## src/rtl/prox_ref_consts.svh

```systemverilog
/*
  Offsets, field positions and reset values of the reference-correction
  and start-up detection stage. Included by the core only.
*/
`ifndef PROX_REF_CONSTS_SVH
`define PROX_REF_CONSTS_SVH
`define OFS_REF_CAL_HIGH     8'h40
`define OFS_REF_CAL_LOW      8'h41
`define OFS_REF_CTRL         8'h42
`define OFS_COEF_LOW_PAIR    8'h43
`define OFS_COEF_HIGH_PAIR   8'h44
`define OFS_STARTUP_CTRL     8'h45
`define OFS_OFFSET_THRESH    8'h46
`define RST_REF_CAL          8'h00
`define RST_REF_CTRL         8'h00
`define RST_COEF             8'h00
`define RST_STARTUP_CTRL     8'h05
`define RST_OFFSET_THRESH    8'h00
`define BIT_REF_EN           4
`define BIT_REF_METHOD       3
`define POS_REF_PHASE        1
`define BIT_REF_INIT         0
`define POS_STARTUP_PHASE    2
`define BIT_STARTUP_FREQ     1
`define BIT_STARTUP_METHOD   0
`define COEF_FRAC_BITS       5
`endif

```

## src/rtl/prox_ref_pkg.sv

```systemverilog
/*
  Types of the reference-correction and start-up detection stage.
  Assumes nothing beyond the constants header.
*/
package prox_ref_pkg;
  typedef struct packed {
    logic [1:0]         phase;
    logic signed [15:0] useful;
    logic signed [15:0] average;
    logic [5:0]         offset;
  } sample_t;
  typedef enum logic [1:0] {SU_IDLE, SU_M0, SU_M1} su_state_t;
endpackage : prox_ref_pkg

```

## src/rtl/prox_ref_startup.sv

```systemverilog
/*
  Reference-phase correction and start-up proximity detection, one update
  per scan sample, with its registers. Assumes a decoded register port and
  samples, compensation events and freeze status, all on clk_sys.
*/
// How it works
// - calibration value in two reset-cleared bytes
// - enable low passes every phase unchanged
// - enable high corrects others from reference phase
// - method 1 rebuilds frozen average from drift
// - snapshots taken when average becomes frozen
// - two-bit field selects reference phase
// - baseline from calibration or current reference value
// - coefficient is unsigned three-dot-five fixed point
// - one coefficient per phase pair
// - method 0 coefficient scaled by raw filter
// - two-bit start-up phase select, default one
// - frequency bit: phase-enable or every compensation
// - method 0 compares offset, then useful value
// - method 0 sets status above threshold
// - method 0 clears status below threshold
// - method 1 forces offset, freezes average
// - failed start-up clears status, restores offset
// - start-up uses corrected useful values
// - nonzero offset threshold enables start-up
`timescale 1ns/10ps
`default_nettype none
`include "prox_ref_consts.svh"
module prox_ref_startup
  import prox_ref_pkg::*;
(
  input  wire logic         clk_sys,
  input  wire logic         rst_b,
  input  wire logic         regWrite,
  input  wire logic [7:0]   regAddr,
  input  wire logic [7:0]   regWdata,
  output logic      [7:0]   regRdata,
  input  wire logic         sampleValid,
  input  wire sample_t      sampleIn,
  input  wire logic         compDone,
  input  wire logic         compFromPhaseEnable,
  input  wire logic [2:0]   rawFilter,
  input  wire logic         avgFrozen,
  input  wire logic         usefulThreshEnable,
  input  wire logic [15:0]  usefulThreshold,
  output sample_t           sampleOut,
  output logic              sampleOutValid,
  output logic              proximityStatus,
  output logic              offsetForce,
  output logic      [5:0]   offsetForceValue,
  output logic              avgHold,
  output logic              compRequest
);
  logic [7:0] calHigh_r, calLow_r, ctrl_r, coefLow_r, coefHigh_r, suCtrl_r, offThr_r;
  logic [7:0] calHigh_nxt, calLow_nxt, ctrl_nxt, coefLow_nxt, coefHigh_nxt;
  logic [7:0] suCtrl_nxt, offThr_nxt;
  // register file
  always_comb begin
    calHigh_nxt  = calHigh_r;
    calLow_nxt   = calLow_r;
    ctrl_nxt     = ctrl_r;
    coefLow_nxt  = coefLow_r;
    coefHigh_nxt = coefHigh_r;
    suCtrl_nxt   = suCtrl_r;
    offThr_nxt   = offThr_r;
    if (regWrite) begin
      case (regAddr)
        `OFS_REF_CAL_HIGH:   calHigh_nxt = regWdata;
        `OFS_REF_CAL_LOW:    calLow_nxt = regWdata;
        `OFS_REF_CTRL:       ctrl_nxt = {3'h0, regWdata[4:0]};
        `OFS_COEF_LOW_PAIR:  coefLow_nxt = regWdata;
        `OFS_COEF_HIGH_PAIR: coefHigh_nxt = regWdata;
        `OFS_STARTUP_CTRL:   suCtrl_nxt = {4'h0, regWdata[3:0]};
        `OFS_OFFSET_THRESH:  offThr_nxt = {2'h0, regWdata[5:0]};
        default: ;
      endcase
    end
  end

  always_ff @(posedge clk_sys or negedge rst_b) begin
    if (!rst_b) begin
      calHigh_r  <= `RST_REF_CAL;
      calLow_r   <= `RST_REF_CAL;
      ctrl_r     <= `RST_REF_CTRL;
      coefLow_r  <= `RST_COEF;
      coefHigh_r <= `RST_COEF;
      suCtrl_r   <= `RST_STARTUP_CTRL;
      offThr_r   <= `RST_OFFSET_THRESH;
    end else begin
      calHigh_r  <= calHigh_nxt;
      calLow_r   <= calLow_nxt;
      ctrl_r     <= ctrl_nxt;
      coefLow_r  <= coefLow_nxt;
      coefHigh_r <= coefHigh_nxt;
      suCtrl_r   <= suCtrl_nxt;
      offThr_r   <= offThr_nxt;
    end
  end

  always_comb begin
    case (regAddr)
      `OFS_REF_CAL_HIGH:   regRdata = calHigh_r;
      `OFS_REF_CAL_LOW:    regRdata = calLow_r;
      `OFS_REF_CTRL:       regRdata = ctrl_r;
      `OFS_COEF_LOW_PAIR:  regRdata = coefLow_r;
      `OFS_COEF_HIGH_PAIR: regRdata = coefHigh_r;
      `OFS_STARTUP_CTRL:   regRdata = suCtrl_r;
      `OFS_OFFSET_THRESH:  regRdata = offThr_r;
      default:             regRdata = 8'h00;
    endcase
  end

  logic       ref_correct_enable, ref_correct_method, ref_baseline_init, suFreq, suMethod, suEnabled;
  logic [1:0] ref_phase_select, suPhase;
  logic [5:0] offThr;
  assign ref_correct_enable     = ctrl_r[`BIT_REF_EN];
  assign ref_correct_method = ctrl_r[`BIT_REF_METHOD];
  assign ref_phase_select  = ctrl_r[`POS_REF_PHASE +: 2];
  assign ref_baseline_init   = ctrl_r[`BIT_REF_INIT];
  assign suPhase   = suCtrl_r[`POS_STARTUP_PHASE +: 2];
  assign suFreq    = suCtrl_r[`BIT_STARTUP_FREQ];
  assign suMethod  = suCtrl_r[`BIT_STARTUP_METHOD];
  assign offThr    = offThr_r[5:0];
  assign suEnabled = (offThr != 6'h00);
  // correction datapath
  logic signed [15:0] refLast_r, refLast_nxt, refBase_r, refBase_nxt;
  logic signed [15:0] frozenRef_r, frozenRef_nxt;
  logic signed [15:0] frozenAvg_r [4];
  logic signed [15:0] frozenAvg_nxt [4];
  logic [3:0]         snapPending_r, snapPending_nxt;
  logic               frozenPrev_r;
  logic [5:0]         suOffset_r, suOffset_nxt;
  logic [7:0]         coef, coefEff;
  logic signed [16:0] drift;
  logic signed [25:0] scaled;
  logic signed [15:0] corrUseful, corrAvg;
  logic               isRef, isSu;
  logic signed [15:0] curRef;
  assign isRef  = (sampleIn.phase == ref_phase_select);
  assign isSu   = (sampleIn.phase == suPhase);
  assign curRef = (sampleValid && isRef) ? sampleIn.useful : refLast_r;
  assign coef   = sampleIn.phase[1] ? coefHigh_r : coefLow_r;
  // method 0 trims the gain by the raw filter so filtered drift is not overcorrected
  assign coefEff = (!ref_correct_method && rawFilter != 3'h0) ?
                   coef - (coef >> rawFilter) : coef;
  assign drift  = ref_correct_method ? 17'(curRef) - 17'(frozenRef_r)
                            : 17'(curRef) - 17'(refBase_r);
  // unsigned 3.5 coefficient times signed drift, back to integer scale
  assign scaled = ($signed({1'b0, coefEff}) * drift) >>> `COEF_FRAC_BITS;
  always_comb begin
    corrUseful = sampleIn.useful;
    corrAvg    = sampleIn.average;
    if (ref_correct_enable && !isRef) begin
      if (!ref_correct_method) begin
        corrUseful = 16'(26'(sampleIn.useful) - scaled);
      // a sample in the freezing cycle is its own snapshot, so it passes raw
      end else if (avgFrozen && frozenPrev_r && !snapPending_r[sampleIn.phase]) begin
        corrAvg = 16'(26'(frozenAvg_r[sampleIn.phase]) + scaled);
      end
    end
  end

  always_comb begin
    refLast_nxt     = curRef;
    refBase_nxt     = refBase_r;
    frozenRef_nxt   = frozenRef_r;
    frozenAvg_nxt   = frozenAvg_r;
    snapPending_nxt = snapPending_r;
    suOffset_nxt    = suOffset_r;
    if (sampleValid && isSu) begin
      suOffset_nxt = sampleIn.offset;
    end
    if (compDone) begin
      if (!ref_baseline_init && suEnabled && suOffset_r == offThr) begin
        refBase_nxt = $signed({calHigh_r, calLow_r});
      end else begin
        refBase_nxt = curRef;
      end
    end
    if (avgFrozen && !frozenPrev_r) begin
      frozenRef_nxt   = curRef;
      snapPending_nxt = 4'hF;
    end
    if (sampleValid && snapPending_nxt[sampleIn.phase]) begin
      frozenAvg_nxt[sampleIn.phase]   = sampleIn.average;
      snapPending_nxt[sampleIn.phase] = 1'b0;
    end
  end

  always_ff @(posedge clk_sys or negedge rst_b) begin
    if (!rst_b) begin
      refLast_r     <= 16'sh0000;
      refBase_r     <= 16'sh0000;
      frozenRef_r   <= 16'sh0000;
      frozenAvg_r   <= '{default: 16'sh0000};
      snapPending_r <= 4'h0;
      frozenPrev_r  <= 1'b0;
      suOffset_r    <= 6'h00;
    end else begin
      refLast_r     <= refLast_nxt;
      refBase_r     <= refBase_nxt;
      frozenRef_r   <= frozenRef_nxt;
      frozenAvg_r   <= frozenAvg_nxt;
      snapPending_r <= snapPending_nxt;
      frozenPrev_r  <= avgFrozen;
      suOffset_r    <= suOffset_nxt;
    end
  end
  // start-up detection
  su_state_t  state_r, state_nxt;
  logic       prox_r, prox_nxt, first_r, first_nxt, compReq_nxt, compReq_r;
  logic       uAbove, uBelow;
  logic       suEval;
  // decisions look at the corrected value, never the raw one
  assign uAbove = $signed(corrUseful) > $signed(usefulThreshold);
  assign uBelow = $signed(corrUseful) < $signed(usefulThreshold);
  assign suEval = sampleValid && isSu;

  always_comb begin
    state_nxt   = state_r;
    prox_nxt    = prox_r;
    first_nxt   = first_r;
    compReq_nxt = 1'b0;
    case (state_r)
      SU_IDLE: begin
        if (compDone && suEnabled && (suFreq || compFromPhaseEnable)) begin
          state_nxt = suMethod ? SU_M1 : SU_M0;
          first_nxt = 1'b1;
        end
      end
      SU_M0: begin
        if (suEval) begin
          first_nxt = 1'b0;
          if (sampleIn.offset > offThr ||
              (sampleIn.offset == offThr && usefulThreshEnable && uAbove)) begin
            prox_nxt = 1'b1;
          end else if (sampleIn.offset < offThr || first_r || !usefulThreshEnable ||
                       uBelow) begin
            prox_nxt  = 1'b0;
            state_nxt = SU_IDLE;
          end
        end
      end
      SU_M1: begin
        if (suEval) begin
          first_nxt = 1'b0;
          if (uAbove) begin
            prox_nxt = 1'b1;
          end else if (first_r || uBelow) begin
            prox_nxt    = 1'b0;
            compReq_nxt = !first_r;
            state_nxt   = SU_IDLE;
          end
        end
      end
      default: state_nxt = SU_IDLE;
    endcase
  end
  sample_t outS_nxt;
  always_comb begin
    outS_nxt         = sampleIn;
    outS_nxt.useful  = corrUseful;
    outS_nxt.average = corrAvg;
    if (!sampleValid) begin
      outS_nxt = sampleOut;
    end
  end

  always_ff @(posedge clk_sys or negedge rst_b) begin
    if (!rst_b) begin
      state_r        <= SU_IDLE;
      prox_r         <= 1'b0;
      first_r        <= 1'b0;
      compReq_r      <= 1'b0;
      sampleOut      <= '0;
      sampleOutValid <= 1'b0;
    end else begin
      state_r        <= state_nxt;
      prox_r         <= prox_nxt;
      first_r        <= first_nxt;
      compReq_r      <= compReq_nxt;
      sampleOutValid <= sampleValid;
      sampleOut      <= outS_nxt;
    end
  end
  assign proximityStatus  = prox_r;
  assign compRequest      = compReq_r;
  // offset stays forced for the whole method-1 check; leaving it restores the original
  assign offsetForce      = (state_r == SU_M1);
  assign offsetForceValue = offThr;
  assign avgHold          = (state_r == SU_M1);
  disabledPass_a: assert property (@(posedge clk_sys) disable iff (!rst_b)
    sampleValid && !ref_correct_enable |=> sampleOut.useful == $past(sampleIn.useful)
      && sampleOut.average == $past(sampleIn.average))
    else $error("disabled correction altered a sample");
  refPhaseRaw_a: assert property (@(posedge clk_sys) disable iff (!rst_b)
    sampleValid && ref_correct_enable && isRef |=> sampleOut.useful == $past(sampleIn.useful))
    else $error("reference phase was corrected");
  coefZeroPass_a: assert property (@(posedge clk_sys) disable iff (!rst_b)
    sampleValid && ref_correct_enable && !ref_correct_method && coef == 8'h00
      |=> sampleOut.useful == $past(sampleIn.useful))
    else $error("zero coefficient changed useful value");
  baseFromCal_a: assert property (@(posedge clk_sys) disable iff (!rst_b)
    compDone && !ref_baseline_init && suEnabled && suOffset_r == offThr
      |=> refBase_r == $signed({$past(calHigh_r), $past(calLow_r)}))
    else $error("baseline not loaded from calibration");
  baseFromRef_a: assert property (@(posedge clk_sys) disable iff (!rst_b)
    compDone && ref_baseline_init |=> refBase_r == $past(curRef))
    else $error("baseline not loaded from reference");
  freqGate_a: assert property (@(posedge clk_sys) disable iff (!rst_b)
    state_r == SU_IDLE && compDone && !suFreq && !compFromPhaseEnable
      |=> state_r == SU_IDLE)
    else $error("start-up ran without phase-enable compensation");
  zeroThrIdle_a: assert property (@(posedge clk_sys) disable iff (!rst_b)
    state_r == SU_IDLE && offThr == 6'h00 |=> state_r == SU_IDLE)
    else $error("start-up ran with zero offset threshold");
  m0Set_a: assert property (@(posedge clk_sys) disable iff (!rst_b)
    state_r == SU_M0 && suEval && sampleIn.offset > offThr
      |=> proximityStatus && state_r == SU_M0)
    else $error("offset above threshold did not set status");
  m0Clear_a: assert property (@(posedge clk_sys) disable iff (!rst_b)
    state_r == SU_M0 && suEval && sampleIn.offset < offThr
      |=> !proximityStatus && state_r == SU_IDLE)
    else $error("offset below threshold did not clear status");
  m1Hold_a: assert property (@(posedge clk_sys) disable iff (!rst_b)
    state_r == SU_IDLE && compDone && suEnabled && suMethod && (suFreq || compFromPhaseEnable)
      |=> offsetForce && avgHold && offsetForceValue == offThr)
    else $error("method 1 check without forced offset");
  m1Fail_a: assert property (@(posedge clk_sys) disable iff (!rst_b)
    state_r == SU_M1 && suEval && first_r && !uAbove
      |=> !proximityStatus && !offsetForce)
    else $error("failed start-up kept status or offset");
endmodule : prox_ref_startup
`default_nettype wire

```

## config.mk

```make
export PLATFORM = sky130hd
export DESIGN_NAME = prox_ref_startup
export DESIGN_NICKNAME = d
export VERILOG_FILES = /design/src/rtl/prox_ref_pkg.sv /design/src/rtl/prox_ref_startup.sv
export VERILOG_INCLUDE_DIRS = /design/src /design/src/rtl
export SDC_FILE = /design/constraint.sdc
export NUM_CORES = 1
export LEC_CHECK = 0
export BUFFER_PORTS_ARGS = -buffer_cell sky130_fd_sc_hd__buf_2
export CORE_MARGIN = 2
export CORE_UTILIZATION = 62
export CTS_CLUSTER_SIZE = 12
export DETAILED_ROUTE_END_ITERATION = 8
export HOLD_SLACK_MARGIN = 0.1
export PLACE_DENSITY = 0.82
export SKIP_LAST_GASP = 1
export SLEW_MARGIN = 5
export SYNTH_ARGS = -nofsm -noshare
export SYNTH_HDL_FRONTEND = slang
export SYNTH_SLANG_ARGS = --single-unit
```

## constraint.sdc

```tcl
create_clock -name clk_sys -period 14.7 [get_ports clk_sys]
set_clock_uncertainty 0.1 [all_clocks]
set_input_delay 2.205 -clock clk_sys [delete_from_list [all_inputs] [get_ports clk_sys]]
set_output_delay 2.205 -clock clk_sys [all_outputs]
set_load 0.01 [all_outputs]
```

### Yosys cells after proc, flatten, opt, wreduce, memory -nomap -nowiden

Cells that the tools add are included.

| word-level totals | value |
|---|---|
| register bits after elaboration | 216 |
| latch bits | 0 |
| memory bits (writable) | 0 |
| memory bits (read-only) | 0 |
| output and inout port bits | 59 |
| memories | 0 |

| operators by class | value |
|---|---|
| $add $sub $neg | 5 |
| multipliers | 1 |
| divide/modulo/power cells | 0 |
| $lt $le $gt $ge | 8 |
| equal/unequal tests | 23 |
| shift operators | 1 |
| mux-type cells | 48 |
| bitwise logic cells | 3 |
| reductions and logical operators | 45 |

Operators by type and width:

| kind | count |
|---|---|
| $mux 16 | 10 |
| $bwmux 64 | 1 |
| $eq 8x7->1 const B | 7 |
| $pmux 8 s7 | 1 |
| $sub 16x16->17 | 2 |
| $bmux 16 s2 | 1 |
| $demux 16 s2 | 1 |
| $mul 9x17->21 | 1 |
| $mux 17 | 1 |
| $add 16x16->16 | 1 |
| $gt 16x16->1 | 1 |
| $logic_and 1x1->1 | 16 |
| $lt 16x16->1 | 1 |
| $mux 2 | 8 |
| $mux 8 | 2 |
| $sub 16x16->16 | 1 |
| $mux 1 | 15 |
| $reduce_and 2->1 | 7 |
| $eq 6x6->1 | 2 |
| $ne 2x2->1 const B | 5 |
| $mux 4 | 2 |
| $shr 8x3->8 | 1 |
| $sub 8x8->8 | 1 |
| $logic_not 1->1 | 7 |
| other kinds (28) | 39 |

### Logic depth before layout (Yosys ltp)

Gate-level depths: netlist of the first run.

| logic depth | value |
|---|---|
| depth after elaboration | 15 |
| depth in mapped cells | 58 |
| mapped depth without buffers | 56 |

### Least setup slack after synthesis of the first run

OpenSTA, ideal clock, no wires.

| timing | value |
|---|---|
| path kind | input -> register |
| start | input sampleIn[38] (netlist name) |
| end | register state_r[0] |
| library setup time | 79 ps |
| data arrival time | 12886 ps |
| required time | 14521 ps |
| setup slack | 1634 ps |
| stages on the path | 48 |
| buffers on the path | 3 |
| cell sequence | clkbuf_1 -> buf_1 -> xnor2_1 -> nand3_1 -> buf_1 -> mux2i_1 -> inv_1 -> ha_1 -> a21o_1 -> a21oi_1 -> o211ai_1 -> a21o_1 -> a21oi_1 -> xnor2_1 -> nand2_1 -> fa_1 -> inv_1 -> fa_1 -> (+12 left out) -> a31oi_1 -> o211ai_1 -> maj3_1 -> o211ai_1 -> a31oi_1 -> o2111ai_1 -> a21oi_1 -> or4b_1 -> nand2_1 -> ha_1 -> nand4_1 -> nor2_1 -> o21ai_0 -> a31oi_1 -> nand2b_1 -> o22ai_1 -> a211oi_1 -> mux2i_1 |

| on the way | value |
|---|---|
| word-level cells in the longest chain between the ends | 14 |
| elaborated cells on any way between the ends | 27 |
| those cells by class | add/sub (3); mul (1); order compare (2); eq/ne (8); mux (4); reduce/logical (9) |

RTL lines:

| element | line | source |
|---|---|---|
| start, declared | prox_ref_startup.sv:39 | `input wire sample_t sampleIn,` |
| $eq 2x2->1 * | prox_ref_startup.sv:139 | `assign isRef = (sampleIn.phase == ref_phase_select);` |
| $logic_and 1x1->1 * | prox_ref_startup.sv:141 | `assign curRef = (sampleValid && isRef) ? sampleIn.useful : refLast_r;` |
| $mux 16 * | prox_ref_startup.sv:141 |  |
| net curRef[2] | prox_ref_startup.sv:138 | `logic signed [15:0] curRef;` |
| $sub 16x16->17, on equally long branches | prox_ref_startup.sv:147, prox_ref_startup.sv:146 |  |
| $mux 17 * | prox_ref_startup.sv:146 | `assign drift = ref_correct_method ? 17'(curRef) - 17'(frozenRef_r)` |
| $mul 9x17->21 * | prox_ref_startup.sv:149 | `` assign scaled = ($signed({1'b0, coefEff}) * drift) >>> `COEF_FRAC_BITS; `` |
| $sub 16x16->16 * | prox_ref_startup.sv:155 | `corrUseful = 16'(26'(sampleIn.useful) - scaled);` |
| $mux 16 * | prox_ref_startup.sv:154 | `if (!ref_correct_method) begin` |
| $mux 16 * | prox_ref_startup.sv:153 | `if (ref_correct_enable && !isRef) begin` |
| net corrUseful[15] | prox_ref_startup.sv:136 | `logic signed [15:0] corrUseful, corrAvg;` |
| $gt 16x16->1 | prox_ref_startup.sv:215 | `assign uAbove = $signed(corrUseful) > $signed(usefulThreshold);` |
| $logic_and 1x1->1 | prox_ref_startup.sv:235 | `(sampleIn.offset == offThr && usefulThreshEnable && uAbove)) begin` |
| $logic_or 1x1->1 | prox_ref_startup.sv:234 | `if (sampleIn.offset > offThr \|\|` |
| $ne 2x2->1 (no line) | n/a |  |
| $reduce_and 7->1 (no line) * | n/a |  |
| end signal, assigned | prox_ref_startup.sv:278 | `state_r <= state_nxt;` |
| end, declared | prox_ref_startup.sv:210 | `su_state_t state_r, state_nxt;` |

Mark *: on every way through the listed nets, which the timed path passes. The rest lies on a longest branch.
A chain may end at the register's enable or synchronous reset.

### Worst setup path after layout of the first run

| timing | value |
|---|---|
| start | input sampleIn[39] (netlist name) |
| end | register state_r[1] |

| on the way | value |
|---|---|
| word-level cells in the longest chain between the ends | 14 |
| elaborated cells on any way between the ends | 31 |
| those cells by class | add/sub (4); mul (1); order compare (2); eq/ne (8); shift (1); mux (6); reduce/logical (9) |

RTL lines:

| element | line |
|---|---|
| $eq 2x2->1 | prox_ref_startup.sv:139 |
| $logic_and 1x1->1 | prox_ref_startup.sv:141 |
| $mux 16 | prox_ref_startup.sv:141 |
| $sub 16x16->17, on equally long branches | prox_ref_startup.sv:147, prox_ref_startup.sv:146 |
| $mux 17 | prox_ref_startup.sv:146 |
| $mul 9x17->21 | prox_ref_startup.sv:149 |
| $sub 16x16->16 | prox_ref_startup.sv:155 |
| $mux 16 | prox_ref_startup.sv:154 |
| $mux 16 * | prox_ref_startup.sv:153 |
| net corrUseful[15] | prox_ref_startup.sv:136 |
| $gt 16x16->1 | prox_ref_startup.sv:215 |
| $logic_and 1x1->1 | prox_ref_startup.sv:235 |
| $logic_or 1x1->1 | prox_ref_startup.sv:234 |
| $ne 2x2->1 (no line) | n/a |
| $reduce_and 7->1 (no line) * | n/a |

Marks and branches as above.

==> results.txt, run 1 <==
The per-instance average area after synthesis is 9.87 um2, and the xor/xnor cell area share of the yosys netlist is 0.0554. The flop and latch count out of synthesis is 216. The top cell types in the final layout, fill and taps aside, are sky130_fd_sc_hd__inv_1, sky130_fd_sc_hd__dfrtp_1, sky130_fd_sc_hd__mux2_2. For the worst flop-to-flop path, the logic depth is 46.

The setup TNS is 0 ns. The pin count of the biggest net entering global routing was 135. The data arrival time of the critical path was 14.36 ns. The tree is rooted in a sky130_fd_sc_hd__clkbuf_16. The total CTS buffers is 22, and the final setup violation count is 0.

The fraction of the yosys area taken by sequential cells is 0.317, and the multiplexer share of the synthesized area is 0.170. The most prevalent standard cell on the critical path is sky130_fd_sc_hd__inv_1. The count of antenna-violating nets left after detailed routing is 0, and the basic-gate share of the synthesized area counting and, or, nand and nor cells is 0.108. The number of port buffers works out to 141. The critical path startpoint category was an input port. After detailed routing, the average wire length per cell comes to 20.2 um. For this run, the leading register cell type out of synthesis is sky130_fd_sc_hd__dfrtp_1. The cell family contributing the most delay on the critical path is compound AO/OA/AOI/OAI gates. The run gives 0.0181 mm2 as the cell area after placement. The critical path start-end classification is in2reg. The share of synthesized cell area in full adder, half adder and majority cells is 0.189, and the final HPWL from detailed placement is 34.2 mm. The region available for standard cell placement spans 0.0270 mm2. The max-slew violation total from the final report was 0; the number of logic stages on the critical path including buffering was 49.

From synthesis to final layout, the design area changed by 9.86%. The required arrival time at the worst endpoint was 15.04 ns. The portion of the clock cycle consumed by the worst path in the final layout was 0.954; the first-pass GRT wire length was 71.0 mm. In this run, synthesis inferred 0 flip-flops with an integrated enable. The tools report the starting density of the core as 0.632. The routed design could run at a clock period as short as 14.02 ns. For the sink count of the clock tree, the log shows 216. Measured along the y axis, the die boundary spans 170 um. In the routed design, unresolved DRC markers number 0.

The biggest fanout along the worst timing path is 31. The share of post-route cells with drive strength above 1 came out at 0.207. The tools report the count of warnings emitted by yosys as 0.

Distinct cell type count of the synthesized netlist: 69. The flow ran to the end, and the final reports show no timing, DRC or antenna violations. From left edge to right edge, the die measures 170 um. The post-synthesis instance total came out at 1729. The number of buffers and inverters on the critical path is 9. The via count of the first global-routing pass is 13500, and the total detailed-routing wirelength is 44.5 mm. For the initial antenna violation count, the log shows 1. The first-pass iteration count of the detailed router is 6. For the number of levels the H-tree was split into, the log shows 1. On the worst path, the slowest cell contributes a delay of 0.66 ns. The hold-fix buffer count after cts is 0. TritonCTS built the clock tree.

The run gives 3 as the number of buffers on the longest clock path. The logs give 0 for the number of endpoints with negative hold slack in the final report and 13300 for the via total after detailed routing. Clock-pin slew was measured on the worst setup and hold paths at 0.06 ns.

At the pin with the least slew margin, the transition time is 1.13 ns. The compound-cell area share of the yosys netlist is 0.101, and the highest clock frequency the design can meet is 71.3 MHz. The proportion of synthesized flip-flops having asynchronous set or reset works out to 1.00. The tools report the count of standard-cell rows as 60. STA classifies the critical path endpoint as a register. Largest area contributor in the synthesized netlist: sky130_fd_sc_hd__dfrtp_1. The tools report the number of buffers added for setup after CTS as 0.

The number of nets in the synthesized netlist is 2005. Across all hold checks on the routed design, the worst slack comes to 0.387 ns. The hold path depth works out to 2. The number of top-level design ports was 142; the netlist area before placement was 0.0171 mm2. Gates resized during post-CTS repair numbered 0.

After the flow finishes, the layout carries non-filler instances totaling 2206. The global placer's final weighted congestion was 0.940. The largest individual stage delay along the critical path comes from the cell sky130_fd_sc_hd__nor4_1. Floorplan die area: 0.0289 mm2. Largest family of logic cells by synthesized area: adder cells. The detailed router finished its first iteration with 1001 violations. The via-per-instance ratio came out at 6.05. Worst relative slew slack: 0.242.

In this run the worst hold path is classified as reg2reg. Once placement completed, the tool counted placed cells totaling 2168. The later pin in the worst-skew pair is clocked with a latency of 0.51 ns. The top cell type's share of synthesized area is 0.314. The run gives 0.0188 mm2 as the final non-filler cell area. Setup repair after global routing left no endpoint under its margin. The number of max-cap violations is 0, and the aggregate global-route resource usage is 0.312. Global routing finished with a remaining overflow of 0. After synthesis, the cell types taking the most area are sky130_fd_sc_hd__dfrtp_1, sky130_fd_sc_hd__fa_1, sky130_fd_sc_hd__mux2_2, sky130_fd_sc_hd__ha_1, sky130_fd_sc_hd__inv_1. For this run, the post-layout net count is 2127.
[Yosys cell counts, types with 32 or more instances]
master                     instances
sky130_fd_sc_hd__a21oi_1          89
sky130_fd_sc_hd__clkbuf_1         46
sky130_fd_sc_hd__dfrtp_1         214
sky130_fd_sc_hd__fa_1             93
sky130_fd_sc_hd__ha_1            100
sky130_fd_sc_hd__inv_1           214
sky130_fd_sc_hd__mux2_2          157
sky130_fd_sc_hd__mux2i_1          62
sky130_fd_sc_hd__nand2_1         147
sky130_fd_sc_hd__nor2_1          152
sky130_fd_sc_hd__o21ai_0          80
sky130_fd_sc_hd__xnor2_1          69
sky130_fd_sc_hd__xor2_1           32
[routing by layer]
metal	vias up	GRT usage	share of wire
li1	6082	-	-
met1	6693	0.425	0.42
met2	469	0.526	0.48
met3	101	0.0272	0.061
met4	0	0.117	0.037
met5	-	0	0
[final cells by class]
type	instances	area, um2
inverters	214	803
diodes	2	5.00
multi-input cells	1241	10600
repair buffers	156	827
clock inverters	4	56.3
clock buffers	32	588
well taps	341	427
flip-flops and latches	216	5410
fillers	2030	8270
[sequential cells by signal (all words and copies together) (netlist names), 8 cells and up]
register / flops
frozenAvg_r: 64
sampleOut: 40
refBase_r: 16
calLow_r: 8
frozenRef_r: 16
calHigh_r: 8
refLast_r: 16
coefHigh_r: 8
coefLow_r: 8
[worst reg2reg max path, delay by kind of cell (launching register included)]
family                   cells  cell delay (ns)
XOR/XNOR                     3             0.99
AND/OR/NAND/NOR             10             2.84
buffers and inverters        6             0.83
multiplexers                 1             0.23
adder cells (fa/ha/maj)      9             3.32
AO/OA/AOI/OAI               17             3.83
flip-flops                   1             0.48
[logic make-up after synthesis]
| logic type | count (synthesis) |
|---|---|
| AO/OA/AOI/OAI | 275 |
| XOR/XNOR | 104 |
| flip-flops | 216 |
| AND/OR/NAND/NOR | 416 |
| adder cells (fa/ha/maj) | 204 |
| multiplexers | 242 |
| buffers and inverters | 272 |
[worst paths after layout]
path	startpoint	endpoint	slack (ns)
setup / recovery	sampleIn[39]	state_r[1]$_DFFE_PN0P_	0.68
hold / removal	frozenRef_r[10]$_DFFE_PN0P_	frozenRef_r[10]$_DFFE_PN0P_	0.39
setup reg to reg	ctrl_r[2]$_DFFE_PN0P_	state_r[1]$_DFFE_PN0P_	2.00
hold reg to reg	frozenRef_r[10]$_DFFE_PN0P_	frozenRef_r[10]$_DFFE_PN0P_	0.39
max in group asynchronous	rst_b	sampleOut[23]$_DFFE_PN0P_	11.07
min in group asynchronous	rst_b	sampleOut[1]$_DFFE_PN0P_	1.77
[through the flow]
stage	setup WS, ns	utilization
6_report	0.681	0.694
5_1_grt	0.0449	0.694
4_1_cts	0.926	0.694
3_5_place_dp	0.460	0.670
3_3_place_gp	0.819	0.670
2_1_floorplan	1.63	-
Power of run 1 is not shown: default switching activity piles up to over one toggle a cycle in this logic, so the estimate is an artifact.
==> inputs of run 2 (changes only) <==
- CORE_ASPECT_RATIO: not set -> 1.2
- RECOVER_POWER: not set -> 50
- SKIP_CTS_REPAIR_TIMING: not set -> 1
==> results.txt, run 2 (synthesis gave the netlist of run 1 again) <==
TritonCTS built the clock tree. The worst setup path is launched from an input port. The tools report the worst hold slack after final layout as 0.384 ns. The largest stage delay on the critical path is 0.63 ns. Together, buffers and inverters on the worst path number 5. Total detailed-routing wirelength: 44.4 mm.

The checks that failed: capacitance limit, slew limit. The run gives 142 as the number of top-level design ports. The count of antenna-violating nets left after detailed routing is 0. In this run the standard cell core region covers 0.0271 mm2. The slowest stage of the critical path is the sky130_fd_sc_hd__o41ai_2 cell.

The tools report the floorplan die area as 0.0289 mm2. The sink count of the clock tree was 216; the number of max-cap violations was 2. For the worst relative slew slack, the log shows -3.67. The min-delay analysis places its worst path in the category reg2reg. The initial antenna violation count was 1.

The cell that appears most often on the critical path is sky130_fd_sc_hd__o21ai_0. Setup repair after global routing left no endpoint under its margin. Using the TritonRoute via totals, the vias-per-cell ratio works out to 6.03. After clock tree synthesis, the clock-pin slew on the worst setup and hold paths is 0.06 ns.

At the later pin of the worst-skew pair, clock insertion delay measures 0.52 ns. The run gives 137 as the pin count of the biggest net entering global routing. Cell family contributing the most delay on the critical path: compound AO/OA/AOI/OAI gates.

For the finished layout, the period the worst path requires is 13.63 ns. The logs give 13600 for the via count of the first global-routing pass and 2070 for the count of filler cells inserted in the layout. Register with the most flip-flops: frozenAvg_r.

The global placer's final weighted congestion came out at 0.932. The critical path start-end classification is in2reg. The number of port buffers is 141.

The register with the most flip-flops in the layout has 64 of them. For the max-slew violation total from the final report, the log shows 198. The number of endpoints with negative hold slack in the final report was 0; the die span in y was 186 um. For the pin with the worst max-slew slack, the measured transition is 7.00 ns. The first-iteration detailed-routing DRC count came out at 1004.

In the layout the commonest cells are sky130_fd_sc_hd__inv_1, sky130_fd_sc_hd__dfrtp_1, sky130_fd_sc_hd__mux2_2. The via total after detailed routing was 13300; the post-layout utilization of the core was 0.691. The portion of the clock cycle consumed by the worst path in the final layout was 0.927. Final HPWL from detailed placement: 34.0 mm. The first global-routing pass estimated 71.0 mm of wire. In the routed design, unresolved DRC markers number 0.

The flow ran to the end, but the final reports show violations. Setup violations remaining at the end of the flow were counted as 0. The aggregate global-route resource usage is 0.315. In this run the worst path has a maximum fanout of 11.

From left edge to right edge, the die measures 155 um. The largest registers in the layout are frozenAvg_r x64, sampleOut x40. STA puts the critical path data required time at 15.04 ns. The run gives 73.4 MHz as the highest clock frequency the design can meet. At the end of the flow, the number of nets in the layout was 2129. The starting density of the core was 0.630. In this run the clock root is driven by a sky130_fd_sc_hd__clkbuf_16. The remaining global-route overflow was 0. The share of post-route cells with drive strength above 1 came out at 0.181.

The number of levels the H-tree was split into was 1. Number of buffers on the longest clock path: 3. The worst setup path is captured at a register.

The average detailed-routed wire length per instance was 20.1 um; the first-pass iteration count of the detailed router was 6. The placed instances occupy a cell area of 0.0181 mm2. The area added between synthesis and finish came out at 9.70%. The logs give 66 for the count of standard-cell rows and 23 for the total CTS buffers.

After routing, the total negative slack on setup checks comes to 0 ns. Data arrives at the worst endpoint at 13.97 ns. The run gives 0.0187 mm2 as the final non-filler cell area.
-- run 2: cell types whose count changed in the layout (fill, tap and decap cells not counted), sizes merged --
cell	before	now
clkinvlp	0	1
clkbuf	33	87
diode	2	1
clkinv	3	2
inv	214	215
buf	155	103
-- run 2: worst min-delay path, stage by stage, from the launching register on --
cell and delay [ns]:
sky130_fd_sc_hd__dfrtp_1 0.34, sky130_fd_sc_hd__nand2_1 0.05, sky130_fd_sc_hd__o21ai_0 0.06
-- run 2: stage by stage --
step	std cells	setup slack (ns)
6_report	2207	1.07
5_1_grt	2207	0.184
4_1_cts	2206	0.863
3_5_place_dp	2168	0.450
3_3_place_gp	2168	0.856
2_1_floorplan	1729	1.63
-- run 2: path summary, 6_finish.rpt --
path / start / end / slack (ns) / depth (start not counted)
setup / recovery: sampleIn[39] / state_r[1]$_DFFE_PN0P_ / 1.07 / 52
hold / removal: frozenRef_r[4]$_DFFE_PN0P_ / frozenRef_r[4]$_DFFE_PN0P_ / 0.38 / 2
setup reg to reg: coefHigh_r[5]$_DFFE_PN0P_ / state_r[1]$_DFFE_PN0P_ / 2.75 / 51
hold reg to reg: frozenRef_r[4]$_DFFE_PN0P_ / frozenRef_r[4]$_DFFE_PN0P_ / 0.38 / 2
max in group asynchronous: rst_b / frozenRef_r[14]$_DFFE_PN0P_ / 6.35 / 1
min in group asynchronous: rst_b / suOffset_r[0]$_DFFE_PN0P_ / 4.22 / 1
-- run 2: area by class of cell --
cell class	instances	area [um2]	area share
antenna	1	2.50	0.000134
clock buffer	33	633	0.0338
clock inverter	5	56.3	0.00301
inverter	214	803	0.0429
multi-input combinational	1241	10600	0.568
sequential	216	5410	0.289
tap	340	425	0.0227
timing repair buffer	157	756	0.0404
-- run 2: metal layers --
| layer | track usage | up-vias | wire [um] |
|---|---|---|---|
| met3 | 0.0270 | 108 | 2580 |
| met1 | 0.412 | 6600 | 17800 |
| met4 | 0.145 | 0 | 2170 |
| met2 | 0.536 | 494 | 21900 |
| li1 | - | 6103 | - |
| met5 | 0 | - | 0 |
Power of run 2 is left out for the same reason.
==> inputs of run 3 (changes only) <==
- RECOVER_POWER: 50 -> not set
==> results.txt, run 3 (synthesis gave the netlist of run 1 again) <==
Clock tree synthesis found a total of 216 sinks. The portion of the clock cycle consumed by the worst path in the final layout works out to 0.933. First-iteration detailed-routing DRC count: 1015.

The flow ran to the end, and the final reports show no timing, DRC or antenna violations. After detailed routing, the number of remaining DRC violations is 0. The run gives 0.315 as the aggregate global-route resource usage. The root buffer cell chosen for the clock tree is sky130_fd_sc_hd__clkbuf_16. Counting both buffers and inverters, the worst setup path holds a total of 5. The average detailed-routed wire length per instance is 20.2 um.

Setup violations remaining at the end of the flow were counted as 0. The most prevalent standard cell on the critical path was sky130_fd_sc_hd__o21ai_0. The remaining global-route overflow came out at 0.

The post-layout net count is 2129, and the area added between synthesis and finish is 10.2%. The logs give 0.630 for the starting density of the core and 3 for the number of buffers on the longest clock path. The final non-filler cell total came out at 2208. The library cells used most frequently in the layout, excluding fill and tap cells, are sky130_fd_sc_hd__inv_1, sky130_fd_sc_hd__dfrtp_1, sky130_fd_sc_hd__mux2_2. The congestion estimate from routability-driven global placement came to 0.932. Count of antenna-violating nets left after detailed routing: 0. Clock latency on the worst-skew pair, taken at its later pin, is 0.52 ns. The first global-routing pass estimated 71.0 mm of wire.

Adding up every negative setup slack in the final design gives 0 ns. Among cell families on the critical path, the largest total delay comes from compound AO/OA/AOI/OAI gates. The worst setup path is launched from an input port. The total area inside the core boundary comes to 0.0271 mm2. For the number of endpoints with negative hold slack in the final report, the log shows 0.

Register with the most flip-flops: frozenAvg_r. The min-delay analysis places its worst path in the category reg2reg. The final HPWL from detailed placement came out at 34.0 mm. The critical path is of the in2reg type. The clock transition at the register clock pins on the worst setup and hold paths after CTS came out at 0.06 ns.

STA puts the critical path data required time at 15.03 ns. Row generation in the floorplan step produced 66 rows. Measured along the y axis, the die boundary spans 186 um. The slowest stage of the critical path belongs to the cell sky130_fd_sc_hd__o41ai_2. The pin count of the biggest net entering global routing was 137. The tools report the critical path endpoint category as a register.

The register with the most flip-flops in the layout has 64 of them. The cell count after placement was 2168; the number of levels the H-tree was split into was 1. Counting the fill cells in the layout gives 2025. TritonCTS created 23 clock buffers.

The first-pass iteration count of the detailed router was 5. During placement, the flow inserted port buffers numbering 141. The share of post-route cells with drive strength above 1 works out to 0.210.

Setup repair after global routing left no endpoint under its margin. In this run the count of I/O pins placed on the die edge is 142. At the worst endpoint, the arrival time is 14.04 ns. In this run the horizontal extent of the chip is 155 um. The number of max-cap violations was 0; the slew at the pin closest to its max-slew limit was 1.11 ns. On the worst path, the slowest cell contributes a delay of 0.63 ns. The floorplan die area is 0.0289 mm2, and the via-per-instance ratio is 6.00. The via count of the first global-routing pass is 13600. In the final layout, the registers with the most flip-flops are frozenAvg_r x64, sampleOut x40.

Wires add up to 44.5 mm. The biggest fanout along the worst timing path is 11. TritonCTS built the clock tree.

The via total after detailed routing came out at 13300. The initial antenna violation count was 1; the max-slew violation total from the final report was 0. The final critical delay including setup and external delays works out to 13.71 ns.

For the worst relative slew slack, the log shows 0.259. The highest clock frequency the design can meet came out at 73.0 MHz.
## run 3: worst paths after layout
| path | startpoint | endpoint | slack (ns) | depth (start not counted) |
|---|---|---|---|---|
| setup / recovery | sampleIn[39] | state_r[1]$_DFFE_PN0P_ | 0.99 | 52 |
| hold reg to reg | frozenRef_r[4]$_DFFE_PN0P_ | frozenRef_r[4]$_DFFE_PN0P_ | 0.39 | 2 |
| max in group asynchronous | rst_b | frozenAvg_r[48]$_DFFE_PN0P_ | 11.16 | 2 |
| setup reg to reg | coefHigh_r[5]$_DFFE_PN0P_ | state_r[1]$_DFFE_PN0P_ | 2.67 | 51 |
| min in group asynchronous | rst_b | coefHigh_r[5]$_DFFE_PN0P_ | 1.67 | 1 |
| hold / removal | frozenRef_r[4]$_DFFE_PN0P_ | frozenRef_r[4]$_DFFE_PN0P_ | 0.39 | 2 |
## run 3: layout make-up
cell class	count	area [um2]	area share
Clock buffer	33	633	0.0337
Sequential cell	216	5410	0.287
Clock inverter	5	56.3	0.00299
Antenna cell	2	5.00	0.000266
Tap cell	340	425	0.0226
Timing Repair Buffer	157	836	0.0444
Inverter	214	803	0.0427
Multi-Input combinational cell	1241	10600	0.566
## run 3: metal layers
| metal | wire, um | GRT usage |
|---|---|---|
| met1 | 18000 | 0.412 |
| met2 | 21800 | 0.536 |
| met3 | 2550 | 0.0270 |
| met4 | 2150 | 0.145 |
| met5 | 0 | 0 |
## run 3: per-stage QoR
step | utilization | hold slack (ns) | setup slack (ns) | area (um2)
2_1_floorplan | - | 0.344 | 1.63 | 17100
3_3_place_gp | 0.669 | 0.362 | 0.856 | 18100
3_5_place_dp | 0.669 | 0.371 | 0.450 | 18100
4_1_cts | 0.694 | 0.387 | 0.863 | 18800
5_1_grt | 0.694 | 0.409 | 0.184 | 18800
6_report | 0.694 | 0.386 | 0.992 | 18800
## run 3: worst register-to-register path, delay by kind of cell (launching register included)
kind	cells	cell delay, ns
fa+ha+maj	7	2.41
simple gates	13	1.88
flops	1	0.43
compound gates	19	4.75
mux	4	1.19
buf+inv	4	0.33
xor+xnor	4	0.86
Power of run 3 is left out for the same reason.
